$ cat config.mk
export PLATFORM = sky130hd
export DESIGN_NAME = bce_core
export DESIGN_NICKNAME = d
export VERILOG_FILES = /design/src/hdl/bce_pkg.sv /design/src/hdl/bce_rotate.sv /design/src/hdl/bce_core.sv
export VERILOG_INCLUDE_DIRS = /design/src /design/src/hdl
export SDC_FILE = /design/constraint.sdc
export NUM_CORES = 1
export LEC_CHECK = 0
export BUFFER_PORTS_ARGS = -buffer_cell sky130_fd_sc_hd__buf_2
export CAP_MARGIN = 20
export CELL_PAD_IN_SITES_DETAIL_PLACEMENT = 0
export CELL_PAD_IN_SITES_GLOBAL_PLACEMENT = 1
export CORE_MARGIN = 5
export CORE_UTILIZATION = 35
export CTS_CLUSTER_SIZE = 28
export DETAILED_ROUTE_END_ITERATION = 8
export PLACE_DENSITY = 0.84
export SETUP_SLACK_MARGIN = 0.15
export SLEW_MARGIN = 20
export SYNTH_ARGS = -nofsm -noshare
export SYNTH_HDL_FRONTEND = slang
export SYNTH_SLANG_ARGS = --single-unit
$ cat constraint.sdc
create_clock -name clk_sys -period 4.15 [get_ports clk_sys]
set_input_delay 0.2075 -clock clk_sys [delete_from_list [all_inputs] [get_ports clk_sys]]
set_output_delay 0.2075 -clock clk_sys [all_outputs]
set_load 0.005 [all_outputs]
$ cat src/hdl/bce_defines.svh
// Encodings, field positions and reset values for the execute subset
`ifndef BCE_DEFINES_SVH
`define BCE_DEFINES_SVH
`define BCE_OP_NOP 12'h000
`define BCE_OP_OPTLOAD 12'h002
`define BCE_STORE_TOP 7'h01
`define BCE_RET_TOP 4'h8
`define BCE_ROT_TOP 6'h0D
`define BCE_DEST_BIT 5
`define BCE_CARRY_BIT 0
`define BCE_ACC_RST 8'h00
`define BCE_OPT_RST 8'hFF
`define BCE_STATUS_RST 8'h00
`define BCE_PC_RST 9'h000
`endif

$ cat src/hdl/bce_pkg.sv
// Types shared by the execute subset
package bce_pkg;
  typedef enum logic [3:0] {
    BCE_DEC_OTHER = 4'b0001,
    BCE_DEC_STORE = 4'b0010,
    BCE_DEC_RET = 4'b0100,
    BCE_DEC_ROT = 4'b1000
  } bce_dec_t;
  typedef enum logic [1:0] {
    BCE_ST_RUN = 2'b01,
    BCE_ST_FLUSH = 2'b10
  } bce_state_t;
endpackage : bce_pkg

$ cat src/hdl/bce_rotate.sv
// Rotate-left-through-carry datapath
`timescale 1ns/10ps
module bce_rotate (
  // Operand and carry in
  input wire logic [7:0] rot_in,
  input wire logic carry_in,
  // Result and carry out
  output logic [7:0] rot_out,
  output logic carry_out
);
  // Old carry enters bit 0, old bit 7 leaves as carry
  assign rot_out = {rot_in[6:0], carry_in};
  assign carry_out = rot_in[7];
endmodule : bce_rotate

$ cat src/hdl/bce_core.sv
// Decode and execute of store, no-op, option load, literal return, rotate left
//
// Behaviour
// - Store accumulator to file, flags kept
// - Literal return leaves status flags unchanged
// - Literal return loads accumulator with literal
// - Literal return loads program counter from stack
// - Literal return takes two instruction cycles
// - Rotate left through carry at status bit 0
// - Destination bit picks accumulator or file
`timescale 1ns/10ps
`include "bce_defines.svh"
module bce_core import bce_pkg::*; #(
  parameter int PC_W = 9
) (
  // Clock and reset
  input wire logic clk_sys,
  input wire logic rst,
  // Program memory word and stack
  input wire logic [11:0] instr_word,
  input wire logic [PC_W-1:0] top_of_return_stack,
  output logic stack_pop,
  // Data file port
  input wire logic [7:0] file_rdata,
  output logic [4:0] file_addr,
  output logic file_we,
  output logic [7:0] file_wdata,
  // Core state
  output logic [PC_W-1:0] pc_q,
  output logic [7:0] acc_q,
  output logic [7:0] status_q,
  output logic [7:0] option_q,
  output logic busy
);
  // Sequencing state and decoded word
  bce_state_t state_q;
  bce_dec_t dec;
  logic exec;
  logic dest_file;
  logic [7:0] rot_val;
  logic rot_carry;

  // Decode the current word
  always_comb begin
    if (instr_word[11:5] == `BCE_STORE_TOP) begin
      dec = BCE_DEC_STORE;
    end else if (instr_word[11:8] == `BCE_RET_TOP) begin
      dec = BCE_DEC_RET;
    end else if (instr_word[11:6] == `BCE_ROT_TOP) begin
      dec = BCE_DEC_ROT;
    end else begin
      dec = BCE_DEC_OTHER;
    end
  end

  // Execute qualifier and word fields
  assign exec = (state_q == BCE_ST_RUN);
  assign busy = (state_q == BCE_ST_FLUSH); // Second cycle of literal return
  assign dest_file = instr_word[`BCE_DEST_BIT];
  assign file_addr = instr_word[4:0];
  assign stack_pop = exec && (dec == BCE_DEC_RET);

  // Rotate datapath on the addressed file value
  bce_rotate u_rot (
    .rot_in(file_rdata),
    .carry_in(status_q[`BCE_CARRY_BIT]),
    .rot_out(rot_val),
    .carry_out(rot_carry)
  );

  // File write port
  always_comb begin
    file_we = 1'b0;
    file_wdata = acc_q;
    if (exec && dec == BCE_DEC_STORE) begin
      file_we = 1'b1;
    end else if (exec && dec == BCE_DEC_ROT && dest_file) begin
      file_we = 1'b1;
      file_wdata = rot_val;
    end
  end

  // Two-cycle sequencing for literal return
  always_ff @(posedge clk_sys) begin
    if (rst) begin
      state_q <= BCE_ST_RUN;
    end else begin
      case (state_q)
        BCE_ST_RUN: begin
          if (dec == BCE_DEC_RET) begin
            state_q <= BCE_ST_FLUSH;
          end
        end
        BCE_ST_FLUSH: begin
          state_q <= BCE_ST_RUN;
        end
        default: begin
          state_q <= BCE_ST_RUN;
        end
      endcase
    end
  end

  // Program counter
  always_ff @(posedge clk_sys) begin
    if (rst) begin
      pc_q <= PC_W'(`BCE_PC_RST);
    end else if (stack_pop) begin
      pc_q <= top_of_return_stack;
    end else if (exec) begin
      pc_q <= pc_q + 1'b1;
    end
  end

  // Accumulator
  always_ff @(posedge clk_sys) begin
    if (rst) begin
      acc_q <= `BCE_ACC_RST;
    end else if (exec && dec == BCE_DEC_RET) begin
      acc_q <= instr_word[7:0];
    end else if (exec && dec == BCE_DEC_ROT && !dest_file) begin
      acc_q <= rot_val;
    end
  end

  // Status: only rotate touches carry
  always_ff @(posedge clk_sys) begin
    if (rst) begin
      status_q <= `BCE_STATUS_RST;
    end else if (exec && dec == BCE_DEC_ROT) begin
      status_q[`BCE_CARRY_BIT] <= rot_carry;
    end
  end

  // Option configuration register
  always_ff @(posedge clk_sys) begin
    if (rst) begin
      option_q <= `BCE_OPT_RST;
    end else if (exec && instr_word == `BCE_OP_OPTLOAD) begin
      option_q <= acc_q;
    end
  end

  // Store checks
  a_store_writes: assert property (@(posedge clk_sys) disable iff (rst)
    exec && dec == BCE_DEC_STORE |-> file_we && file_wdata == acc_q)
    else $error("store did not write accumulator");
  a_store_flags: assert property (@(posedge clk_sys) disable iff (rst)
    exec && dec == BCE_DEC_STORE |=> $stable(status_q) && $stable(acc_q))
    else $error("store changed status or accumulator");
  a_store_pc: assert property (@(posedge clk_sys) disable iff (rst)
    exec && dec == BCE_DEC_STORE |=> pc_q == PC_W'($past(pc_q) + 1'b1) && !busy)
    else $error("store not one cycle");

  // Literal return checks
  a_ret_flags: assert property (@(posedge clk_sys) disable iff (rst)
    stack_pop |=> $stable(status_q))
    else $error("literal return changed status");
  a_ret_acc: assert property (@(posedge clk_sys) disable iff (rst)
    stack_pop |=> acc_q == $past(instr_word[7:0]))
    else $error("literal not loaded");
  a_ret_pc: assert property (@(posedge clk_sys) disable iff (rst)
    stack_pop |=> pc_q == $past(top_of_return_stack))
    else $error("pc not loaded from stack");
  a_ret_two: assert property (@(posedge clk_sys) disable iff (rst)
    stack_pop |=> busy ##1 !busy)
    else $error("literal return not two cycles");
  a_ret_no_write: assert property (@(posedge clk_sys) disable iff (rst)
    stack_pop |-> !file_we)
    else $error("literal return wrote the file");
  a_busy_refuse: assert property (@(posedge clk_sys) disable iff (rst)
    busy |-> !file_we && !stack_pop)
    else $error("word executed in flush cycle");
  a_busy_pc_hold: assert property (@(posedge clk_sys) disable iff (rst)
    busy |=> $stable(pc_q) && $stable(acc_q))
    else $error("state moved in flush cycle");
  a_state_onehot: assert property (@(posedge clk_sys) disable iff (rst)
    $onehot(state_q))
    else $error("sequencer state not one-hot");

  // Rotate checks
  a_rot_carry: assert property (@(posedge clk_sys) disable iff (rst)
    exec && dec == BCE_DEC_ROT |=> status_q[0] == $past(file_rdata[7]))
    else $error("rotate carry wrong");
  a_rot_dest: assert property (@(posedge clk_sys) disable iff (rst)
    exec && dec == BCE_DEC_ROT && !dest_file |=> acc_q == $past(rot_val))
    else $error("rotate to accumulator wrong");
  a_rot_shift: assert property (@(posedge clk_sys) disable iff (rst)
    exec && dec == BCE_DEC_ROT && !dest_file |=>
    acc_q == {$past(file_rdata[6:0]), $past(status_q[`BCE_CARRY_BIT])})
    else $error("rotate value wrong");
  a_rot_file: assert property (@(posedge clk_sys) disable iff (rst)
    exec && dec == BCE_DEC_ROT && dest_file |->
    file_we && file_wdata == {file_rdata[6:0], status_q[`BCE_CARRY_BIT]})
    else $error("rotate to file wrong");
  a_rot_other_bits: assert property (@(posedge clk_sys) disable iff (rst)
    exec && dec == BCE_DEC_ROT |=> status_q[7:1] == $past(status_q[7:1]))
    else $error("rotate touched more than carry");
  a_rot_pc: assert property (@(posedge clk_sys) disable iff (rst)
    exec && dec == BCE_DEC_ROT |=> pc_q == PC_W'($past(pc_q) + 1'b1) && !busy)
    else $error("rotate not one cycle");

  // No-op and option checks
  a_nop_still: assert property (@(posedge clk_sys) disable iff (rst)
    exec && instr_word == `BCE_OP_NOP |=> $stable(acc_q) && $stable(status_q))
    else $error("no-op changed state");
  a_nop_file: assert property (@(posedge clk_sys) disable iff (rst)
    exec && instr_word == `BCE_OP_NOP |-> !file_we && !stack_pop)
    else $error("no-op wrote or popped");
  a_nop_pc_step: assert property (@(posedge clk_sys) disable iff (rst)
    exec && instr_word == `BCE_OP_NOP |=> pc_q == PC_W'($past(pc_q) + 1'b1) && !busy)
    else $error("no-op not one cycle");
  a_opt_load: assert property (@(posedge clk_sys) disable iff (rst)
    exec && instr_word == `BCE_OP_OPTLOAD |=> option_q == $past(acc_q))
    else $error("option not loaded");
  a_opt_flags: assert property (@(posedge clk_sys) disable iff (rst)
    exec && instr_word == `BCE_OP_OPTLOAD |=> $stable(status_q) && $stable(acc_q))
    else $error("option load changed status");
  a_opt_kept: assert property (@(posedge clk_sys) disable iff (rst)
    !(exec && instr_word == `BCE_OP_OPTLOAD) |=> $stable(option_q))
    else $error("option changed without load");
endmodule : bce_core

# Word level (Yosys, flattened, before mapping)
# Index checks and enable logic that the tools add are counted.
# op_classes
bitwise_logic	1
n_eq_ne	9
add_sub_neg	1
reduce_logical	10
n_mux	11
# op_table
op	n
2-to-1 mux 8 bit	4
2-to-1 mux 9 bit	2
== test 12 x 2 -> 1 bit (second input constant)	1
2-to-1 mux 4 bit	3
adder 9 x 1 -> 9 bit (second input constant)	1
== test 4 bit (second input constant)	2
== test 7 x 1 -> 1 bit (second input constant)	1
== test 6 x 4 -> 1 bit (second input constant)	1
logical AND 1 bit	6
== test 4 x 2 -> 1 bit (second input constant)	1
== test 4 x 3 -> 1 bit (second input constant)	1
nonzero test 2 bit	2
== test 2 x 1 -> 1 bit (second input constant)	1
== test 2 bit (second input constant)	1
2-to-1 mux 1 bit	2
OR reduction 2 bit	1
zero test 1 bit	1
inverter 1 bit	1
# word_totals
wordCells	37
ff_bits	28
output_inout_bits	49
input_bits	31

# Longest topological paths before layout
# Gate-level depths: netlist of the first run.
# logic_depth
ltp_word	9
mapped_depth	6
ltp_nobuf	5

# Hierarchy
# From an unflattened synthesis of the first run, not the netlist that was laid out.
# unflattened
cells_unflattened	196
area_unflattened_um2	1664.1
# by_module_without_submodules
mod	instances	seq_area_each_um2	cells_per_inst	area_per_inst_um2
bce_core	1	560.5	187	1596.5
bce_rotate	1	0.0	9	67.6

# Least setup slack after synthesis of the first run
# OpenSTA, ideal clock, no wires.
# synth_timing
kind	input to output
startpoint	input instr_word[10]
endpoint	output file_wdata[0]
path_buffers	0
t_arrival_ns	1.331
cell_stages	4
slack_ns	2.612
path_cell_list	or3_4 nor3_4 nand2_4 mux2_4
# synth_via
elab_chain_cells	9
elab_cells_between_ends	13
cone_classes	eq/ne (5); mux (5); reduce/logical (3)
# synth_rtl
element	line	source
start, declared	bce_core.sv:20	input wire logic [11:0] instr_word,
== test 6 x 4 -> 1 bit (no source line)	n/a	
2-to-1 mux 4 bit	bce_core.sv:49	end else if (instr_word[11:6] == `BCE_ROT_TOP) begin
2-to-1 mux 4 bit	bce_core.sv:47	end else if (instr_word[11:8] == `BCE_RET_TOP) begin
2-to-1 mux 4 bit (*)	bce_core.sv:45	if (instr_word[11:5] == `BCE_STORE_TOP) begin
== test 4 bit	bce_core.sv:77	end else if (exec && dec == BCE_DEC_ROT && dest_file) begin
logical AND 1 bit (2 in a row)	bce_core.sv:77	
2-to-1 mux 8 bit	bce_core.sv:77	
2-to-1 mux 8 bit (*)	bce_core.sv:75	if (exec && dec == BCE_DEC_STORE) begin
end, declared	bce_core.sv:27	output logic [7:0] file_wdata,
# Every way passes the cells marked *; elsewhere a longest branch is shown, timed or not.

# Final worst setup path of the first run
# layout_timing
startpoint	register state_q[1]
endpoint	output file_wdata[4]
# layout_via
elab_chain_cells	5
elab_cells_between_ends	6
cone_classes	eq/ne (1); mux (2); reduce/logical (3)
# layout_rtl
element	line	source
start, declared	bce_core.sv:36	bce_state_t state_q;
start signal, assigned	bce_core.sv:86	state_q <= BCE_ST_RUN;
start signal, assigned	bce_core.sv:91	state_q <= BCE_ST_FLUSH;
start signal, assigned	bce_core.sv:95	state_q <= BCE_ST_RUN;
== test 2 x 1 -> 1 bit (*)	bce_core.sv:57	assign exec = (state_q == BCE_ST_RUN);
logical AND 1 bit (2 in a row)	bce_core.sv:77	
2-to-1 mux 8 bit	bce_core.sv:77	
2-to-1 mux 8 bit (*)	bce_core.sv:75	
# Marks and branches as above.

==> results.txt, run 1 <==
* Synth Instances: 193
- 80 I/O pins were placed.
- The number of antenna diodes in the final layout is 0.
* DP Worst Slack: 2.28 ns
- Summed over all cells, the static leakage comes to 0.897 nW.
- Least-Margin Pin Slew: around 0.76 ns
- Slew headroom: 0.491
- Detailed-routing iteration count for the pre-antenna-repair pass: 4
* Seq cells post-synth: 28
* Startpoint-to-endpoint class of the critical path: flop to output pin
- Number of nets still failing antenna checks after routing: 0
- The routed design could run at a clock period as short as 1.93 ns.
- In this run, synthesis inferred 0 flip-flops with an integrated enable.
* Starting utilization of the core area: 0.359
- Final hold violation count: 0
- Vias per Instance: 4.86
* H-tree depth: 1
- The number of different library cells used by synthesis comes to 45.
- Synthesized cell area: 1700 um^2
- Number of logic stages on the critical path including buffering: 5
- Entering global routing, the biggest net connects 28 pins.
* Routability Congestion: ~0.73
* Top Family by Delay on Critical Path: simple AND/OR/NAND/NOR gates
* Sequential element share of the synthesized area: 0.330
- Clock-pin slew was measured on the worst setup and hold paths at 0.09 ns.
- The first global-routing pass estimated 6990 um of wire.
- Placed wire-length estimate: between 3000 and 4000 um
* Final WL: around 4600 um
- Layout cells sized above 1: 0.379
- Delay of the slowest cell on the worst path: 0.34 ns
- Dividing the detail-routed wire length by the instance count gives 14.3 um.
- Counting the buffers created by CTS gives 3.
- Number of warnings reported in the yosys synthesis log: 0
- In this run the standard cell core region covers ~4700 um^2.
- Counting instances in the post-synthesis netlist gives the leading cell types as 30 x sky130_fd_sc_hd__nand2_1, 28 x sky130_fd_sc_hd__dfxtp_1, 15 x sky130_fd_sc_hd__buf_4, 12 x sky130_fd_sc_hd__a21oi_1.
* Maximum buffer depth of the clock tree: 2
* Synthesis-to-layout area growth: 22.4%
* DRC violation count after routing: 0
- The run finished with clean final reports.
* Top cell type's share of synthesized area: 0.330
- Per-instance average area after synthesis: 8.80 um^2
- Largest driver fanout on the critical path: 8
- The clock reaches the later pin of the worst-skew pair after around 0.27 ns.
- Of all cell types, the one taking the most synthesized area is sky130_fd_sc_hd__dfxtp_1.
- The floorplan step set the die width to 79.7 um.
- Total negative setup slack: 0 ns
- Crit-path slowest cell: sky130_fd_sc_hd__dfxtp_1
* Final design utilization: 0.440
* Power density over cell area: between 200 and 300 nW/um^2
- Count leader, synth: sky130_fd_sc_hd__nand2_1
- CP Cell Sequence: nand2b_1 -> nor3_4 -> nand2_4 -> mux2_4 -> buf_2
- The count of pins over their slew limit came to 0.
- Flip-flop cell with the highest count after synthesis: sky130_fd_sc_hd__dfxtp_1
- Once the clock tree was built, the setup fixing pass inserted 0 buffers.
- Hold crit path type: input pin to flop
- In the synthesized netlist the async set-or-reset flop fraction comes to 0.
- The detailed router placed 1554 vias in this run.
- Critical path capture point type: output pin
- Post-route fraction of the period consumed by the critical path: 0.466
* Critical path arrival: between 1.5 and 2 ns
- The clock net in this run drives a total of 28 sinks.
* Total congestion overflow after global routing: 0
- Count of standard-cell rows: 25
- Across the run, the number of max-cap violations was 0.
- Setup violations, final: 0
* Largest cells by area after synthesis: sky130_fd_sc_hd__dfxtp_1 33%, sky130_fd_sc_hd__mux2_4 7.1%, sky130_fd_sc_hd__buf_4 6.6%
- Cts repair resizes: 0
- Number of cells on the worst hold path: 3
* Root buffer cell: sky130_fd_sc_hd__clkbuf_8
- Unrepaired setup endpoints after global routing: no
* Hold buffer count at CTS: 0
- Clock tree from TritonCTS: yes
- In the global route stage, overall resource usage came out at 0.139.
- The die covers between 6000 and 7000 um^2.
- The initial antenna violation count came to 0.
* Port bufs: 72
- Measured along the y axis, the die boundary spans 79.7 um.
* Layout net count: 286
- Worst IR Drop VDD: 0.000118 V
* Number of global-route vias before repair: 1420
- Final worst clock skew: 0.00186 ns
- The detailed router finished its first iteration with 125 violations.
- Across all hold checks on the routed design, the worst slack comes to around 0.19 ns.
* Minimum setup slack in the final design: about 2.2 ns
- Fmax: ~520 MHz
- Required time at the endpoint of the critical path: a little under 4 ns
* Worst setup SP type: flop
- Together, buffers and inverters on the worst path number 1.
* Cells on worst reg2reg path: 5
through the flow:
step	total power, mW	area, um^2	std cells
2_1_floorplan	0.338	1720	199
3_3_place_gp	0.367	2020	316
3_5_place_dp	0.368	2020	316
4_1_cts	0.539	2080	320
5_1_grt	0.560	2080	320
6_report	0.530	2080	320
final timing paths:
check | start | to | slack, ns
max | state_q[1] | file_wdata[4] | 2.22
min reg2reg | option_q[5] | option_q[5] | 0.48
min | top_of_return_stack[1] | pc_q[1] | 0.19
max reg2reg | pc_q[0] | pc_q[8] | 2.43
metal layers:
layer	part of all wire	up-vias	global-route usage
li1	-	794	-
met1	0.47	703	0.195
met2	0.44	53	0.215
met3	0.079	4	0.0305
met4	0.010	0	0.0361
met5	0	-	0
tightest hold or removal path, delay by kind of cell:
family | cells | cell delay, ns
simple gates | 1 | 0.04
buf+inv | 1 | 0.10
compound gates | 1 | 0.07
report_power, final:
| part | switching [mW] | internal (mW) | total (mW) | leakage (nW) |
|---|---|---|---|---|
| sequential | 0.00885 | 0.276 | 0.285 | 0.227 |
| combinational | 0.0402 | 0.0364 | 0.0766 | 0.640 |
| clock | 0.0837 | 0.0850 | 0.169 | 0.0288 |
| total | 0.133 | 0.397 | 0.530 | 0.897 |
sequential cells by signal, summed over array words and instances, names as in the netlist:
signal    count
pc_q          9
acc_q         8
option_q      8
state_q       2
status_q      1
cell type report:
class,instances,area [um^2]
timing repair buffer,74,375
fill,484,2650
sequential,28,561
inverter,2,7.51
tap,67,83.8
clock buffer,4,55.1
multi-input combinational,145,996
cells by family after synthesis:
group           Yosys count  share of synthesized area
buf+inv                  26                     0.0965
fa+ha+maj                 1                    0.00737
flops                    28                      0.330
simple gates             84                      0.293
mux                      18                      0.130
compound gates           35                      0.141
other cells               1                    0.00221
layout by cell type, fill, tap and decap left out, drive strengths merged, types with 3 or more instances in the layout:
cell,count
mux2,8
nand2b,10
a31oi,4
a21oi,12
a41oi,4
nor4,3
or3,4
clkbuf,4
o221a,3
nor4b,4
nor2,7
o21ai,6
buf,74
mux2i,10
nand2,31
nand3,4
dfxtp,28
conb,7
nor3,9
Note: power is estimated with default switching activity, not from simulation.
==> run 2: changes to the inputs <==
--- a/config.mk
+++ b/config.mk
@@ -11,10 +11,10 @@
 export CELL_PAD_IN_SITES_DETAIL_PLACEMENT = 0
 export CELL_PAD_IN_SITES_GLOBAL_PLACEMENT = 1
 export CORE_MARGIN = 5
-export CORE_UTILIZATION = 35
+export CORE_UTILIZATION = 30
 export CTS_CLUSTER_SIZE = 28
 export DETAILED_ROUTE_END_ITERATION = 8
-export PLACE_DENSITY = 0.84
+export PLACE_DENSITY = 0.76
 export SETUP_SLACK_MARGIN = 0.15
 export SLEW_MARGIN = 20
 export SYNTH_ARGS = -nofsm -noshare
==> constraint.sdc (replaced) <==
create_clock -name clk_sys -period 1.7 [get_ports clk_sys]
set_input_delay 0.085 -clock clk_sys [delete_from_list [all_inputs] [get_ports clk_sys]]
set_output_delay 0.085 -clock clk_sys [all_outputs]
set_load 0.005 [all_outputs]
==> results.txt, run 2 (same netlist as run 1, synthesis figures left out) <==
* Result of the run: completed
- The number of hold-slack violations in the final timing report is 0 (unchanged).
* Commonest non-fill, non-tap cells in the layout: 64 x sky130_fd_sc_hd__buf_2, 29 x sky130_fd_sc_hd__nand2_1, 26 x sky130_fd_sc_hd__dfxtp_1, 14 x sky130_fd_sc_hd__buf_4, 12 x sky130_fd_sc_hd__a21oi_1
- Based on the critical path, the design can be clocked at up to 594 MHz.
* Die Wd: 85.2 um (+7.0%)
- The global placement routability congestion came to 0.753 (+2.9%).
- The TritonCTS buffer count was 3 (unchanged).
- The data arrival time of the critical path is 1.60 ns (-0.13 ns).
- Relative to the synthesized area, the layout overhead comes to 36.0%.
- Detailed-routing iteration count for the pre-antenna-repair pass: 6 (+2)
* Power density over cell area: 555 nW/um^2 (+120%)
* Count of routing violations after the opening detailed-route iteration: 79 (-37%)
- The number of endpoints failing setup at the final stage is 0 (unchanged).
- The worst path in the final design needs a cycle of 1.68 ns, including I/O delays and setup.
- Setup repair after global routing could not meet its margin everywhere.
- The critical path is of the flop to output pin type.
* Placed wire-length estimate: 3780 um (+12%)
- Hold crit path type: input pin to flop
- TritonCTS built the clock tree.
* Slew headroom: 0.624 (+0.133)
- Maximum buffer depth of the clock tree: 2 (unchanged)
- The total core area came to 5510 um^2 (+17%).
* Antenna violations before repair: 0 (unchanged)
- STA classifies the critical path startpoint as a flop.
- The number of vias per cell was 4.94 (+1.7%).
- The maximum fanout encountered on the critical timing path was 8 (unchanged).
- IO Pins: 80 (unchanged)
* Total congestion overflow after global routing: 0 (unchanged)
* Pin count of the biggest net entering global routing: 28 (unchanged)
- Clock net sink count: 28 (unchanged)
- Flip-flop count of the largest register after layout: 9 (unchanged)
- The setup TNS is 0 ns (unchanged).
- The slew of the pin with the lowest slew margin came to 0.564 ns (-0.198 ns).
* Leakage component of the power: 0.980 nW (+9.3%)
- Required time at the endpoint of the critical path: 1.62 ns (-2.32 ns)
* Die area: 7260 um^2 (+15%)
* Number of global-route vias before repair: 1615 (+14%)
- Diodes inserted: 0 (unchanged)
- The global-route total usage across every layer was 0.136 (-0.00348).
- The residual antenna-violating net count after detailed routing came to 0 (unchanged).
* Final WL: 5070 um (+11%)
- Registers with the most flip-flops: pc_q (9), acc_q (8), option_q (8)
- The net count of the finished layout came to 300 (+4.9%).
- Most frequent standard cell in the layout excluding fill and tap cells: sky130_fd_sc_hd__buf_2
- Clk Latency, worst-skew pair: 0.28 ns (about the same)
- Starting utilization of the core area: 0.308 (-0.0511)
* Wire length per cell: 15.0 um (+4.9%)
* Largest register by flop count: pc_q
- Post-route fraction of the period consumed by the critical path: 0.990
* Wire length of the first global-routing pass: 8020 um (+15%)
- Total Power Consumption: 1.28 mW (+140%)
- Count of standard-cell rows: 27 (+8.0%)
- Number of max-cap violations: 0 (unchanged)
- Worst IR Drop VDD: 0.000269 V (+130%)
- The via total after detailed routing came to 1670 (+7.5%).
* Final worst clock skew: 0.00635 ns (+0.00450 ns)
- The worst setup path is captured at an output pin.
- Root buffer cell: sky130_fd_sc_hd__clkbuf_8
- The CTS H-tree depth came to 1 (unchanged).
- The fraction of final layout cells with drive strength greater than 1 is 0.459 (+0.0792).
- Port bufs: 72 (unchanged)
* Clk slew on worst S/H paths: 0.10 ns (about the same)
* DRC violation count after routing: 0 (unchanged)
* Final max-slew violation count: 0 (unchanged)
* Y dimension of the die: 85.2 um (+7.0%)
-- run 2: cell types whose count changed in the layout (fill, tap and decap cells not counted), moves of 2 or more --
cell / change
sky130_fd_sc_hd__buf_4: +12
sky130_fd_sc_hd__buf_6: +9
sky130_fd_sc_hd__buf_2: -8
sky130_fd_sc_hd__a41oi_1: -4
sky130_fd_sc_hd__a41oi_2: +4
sky130_fd_sc_hd__dfxtp_1: -2
sky130_fd_sc_hd__dfxtp_2: +2
-- run 2: layout make-up --
cell class,instances,area (um^2)
fill,569,3200
multi-input combinational,145,1060
sequential,28,563
timing repair buffer,88,547
tap,72,90.1
clock buffer,3,41.3
inverter,2,7.51
-- run 2: repair_timing --
action / in CTS / in global routing
resized for setup: 12 / 12
endpoints found under the setup margin: 10 / 23
pin swaps: 2 / 12
buffers inserted: 3 / 1
hold buffers: 0 / 0
-- run 2: routing by layer --
| layer | GRT usage | wire length [um] | vias up |
|---|---|---|---|
| met2 | 0.213 | 2330 | 49 |
| met4 | 0.0345 | 47 | 0 |
| met5 | 0 | 0 | - |
| met3 | 0.0340 | 338 | 5 |
| li1 | - | - | 826 |
| met1 | 0.185 | 2350 | 790 |
-- run 2: report_power, final --
group          switching, mW  internal [mW]
Sequential            0.0174          0.674
Combinational          0.113          0.111
Clock                  0.207          0.159
Total                  0.338          0.944
-- run 2: through the flow --
| stage | setup slack (ns) | utilization | instance area (um^2) | hold WS [ns] | cells |
|---|---|---|---|---|---|
| 6_report | 0.0174 | 0.419 | 2310 | 0.0399 | 338 |
| 5_1_grt | -0.0363 | 0.419 | 2310 | 0.0588 | 338 |
| 4_1_cts | 0.0282 | 0.407 | 2240 | 0.0410 | 337 |
| 3_5_place_dp | 0.135 | 0.384 | 2120 | 0.328 | 331 |
| 3_3_place_gp | 0.152 | 0.384 | 2120 | 0.327 | 331 |
| 2_1_floorplan | 0.209 | - | 1720 | 0.232 | 199 |
-- run 2: worst paths after layout --
kind	start	end	slack, ns	cells past startpoint
setup / recovery	state_q[1]	file_wdata[2]	0.02	5
hold / removal	file_rdata[7]	status_q[0]	0.04	3
setup reg to reg	state_q[1]	option_q[1]	0.19	6
hold reg to reg	option_q[2]	option_q[2]	0.48	2
-- run 2: critical path: stages (launching register included) --
cell and delay, ns:
sky130_fd_sc_hd__dfxtp_2 0.33, sky130_fd_sc_hd__nand2b_4 0.15, sky130_fd_sc_hd__nor3_4 0.23, sky130_fd_sc_hd__nand2_4 0.16
sky130_fd_sc_hd__mux2_4 0.33, sky130_fd_sc_hd__buf_6 0.12
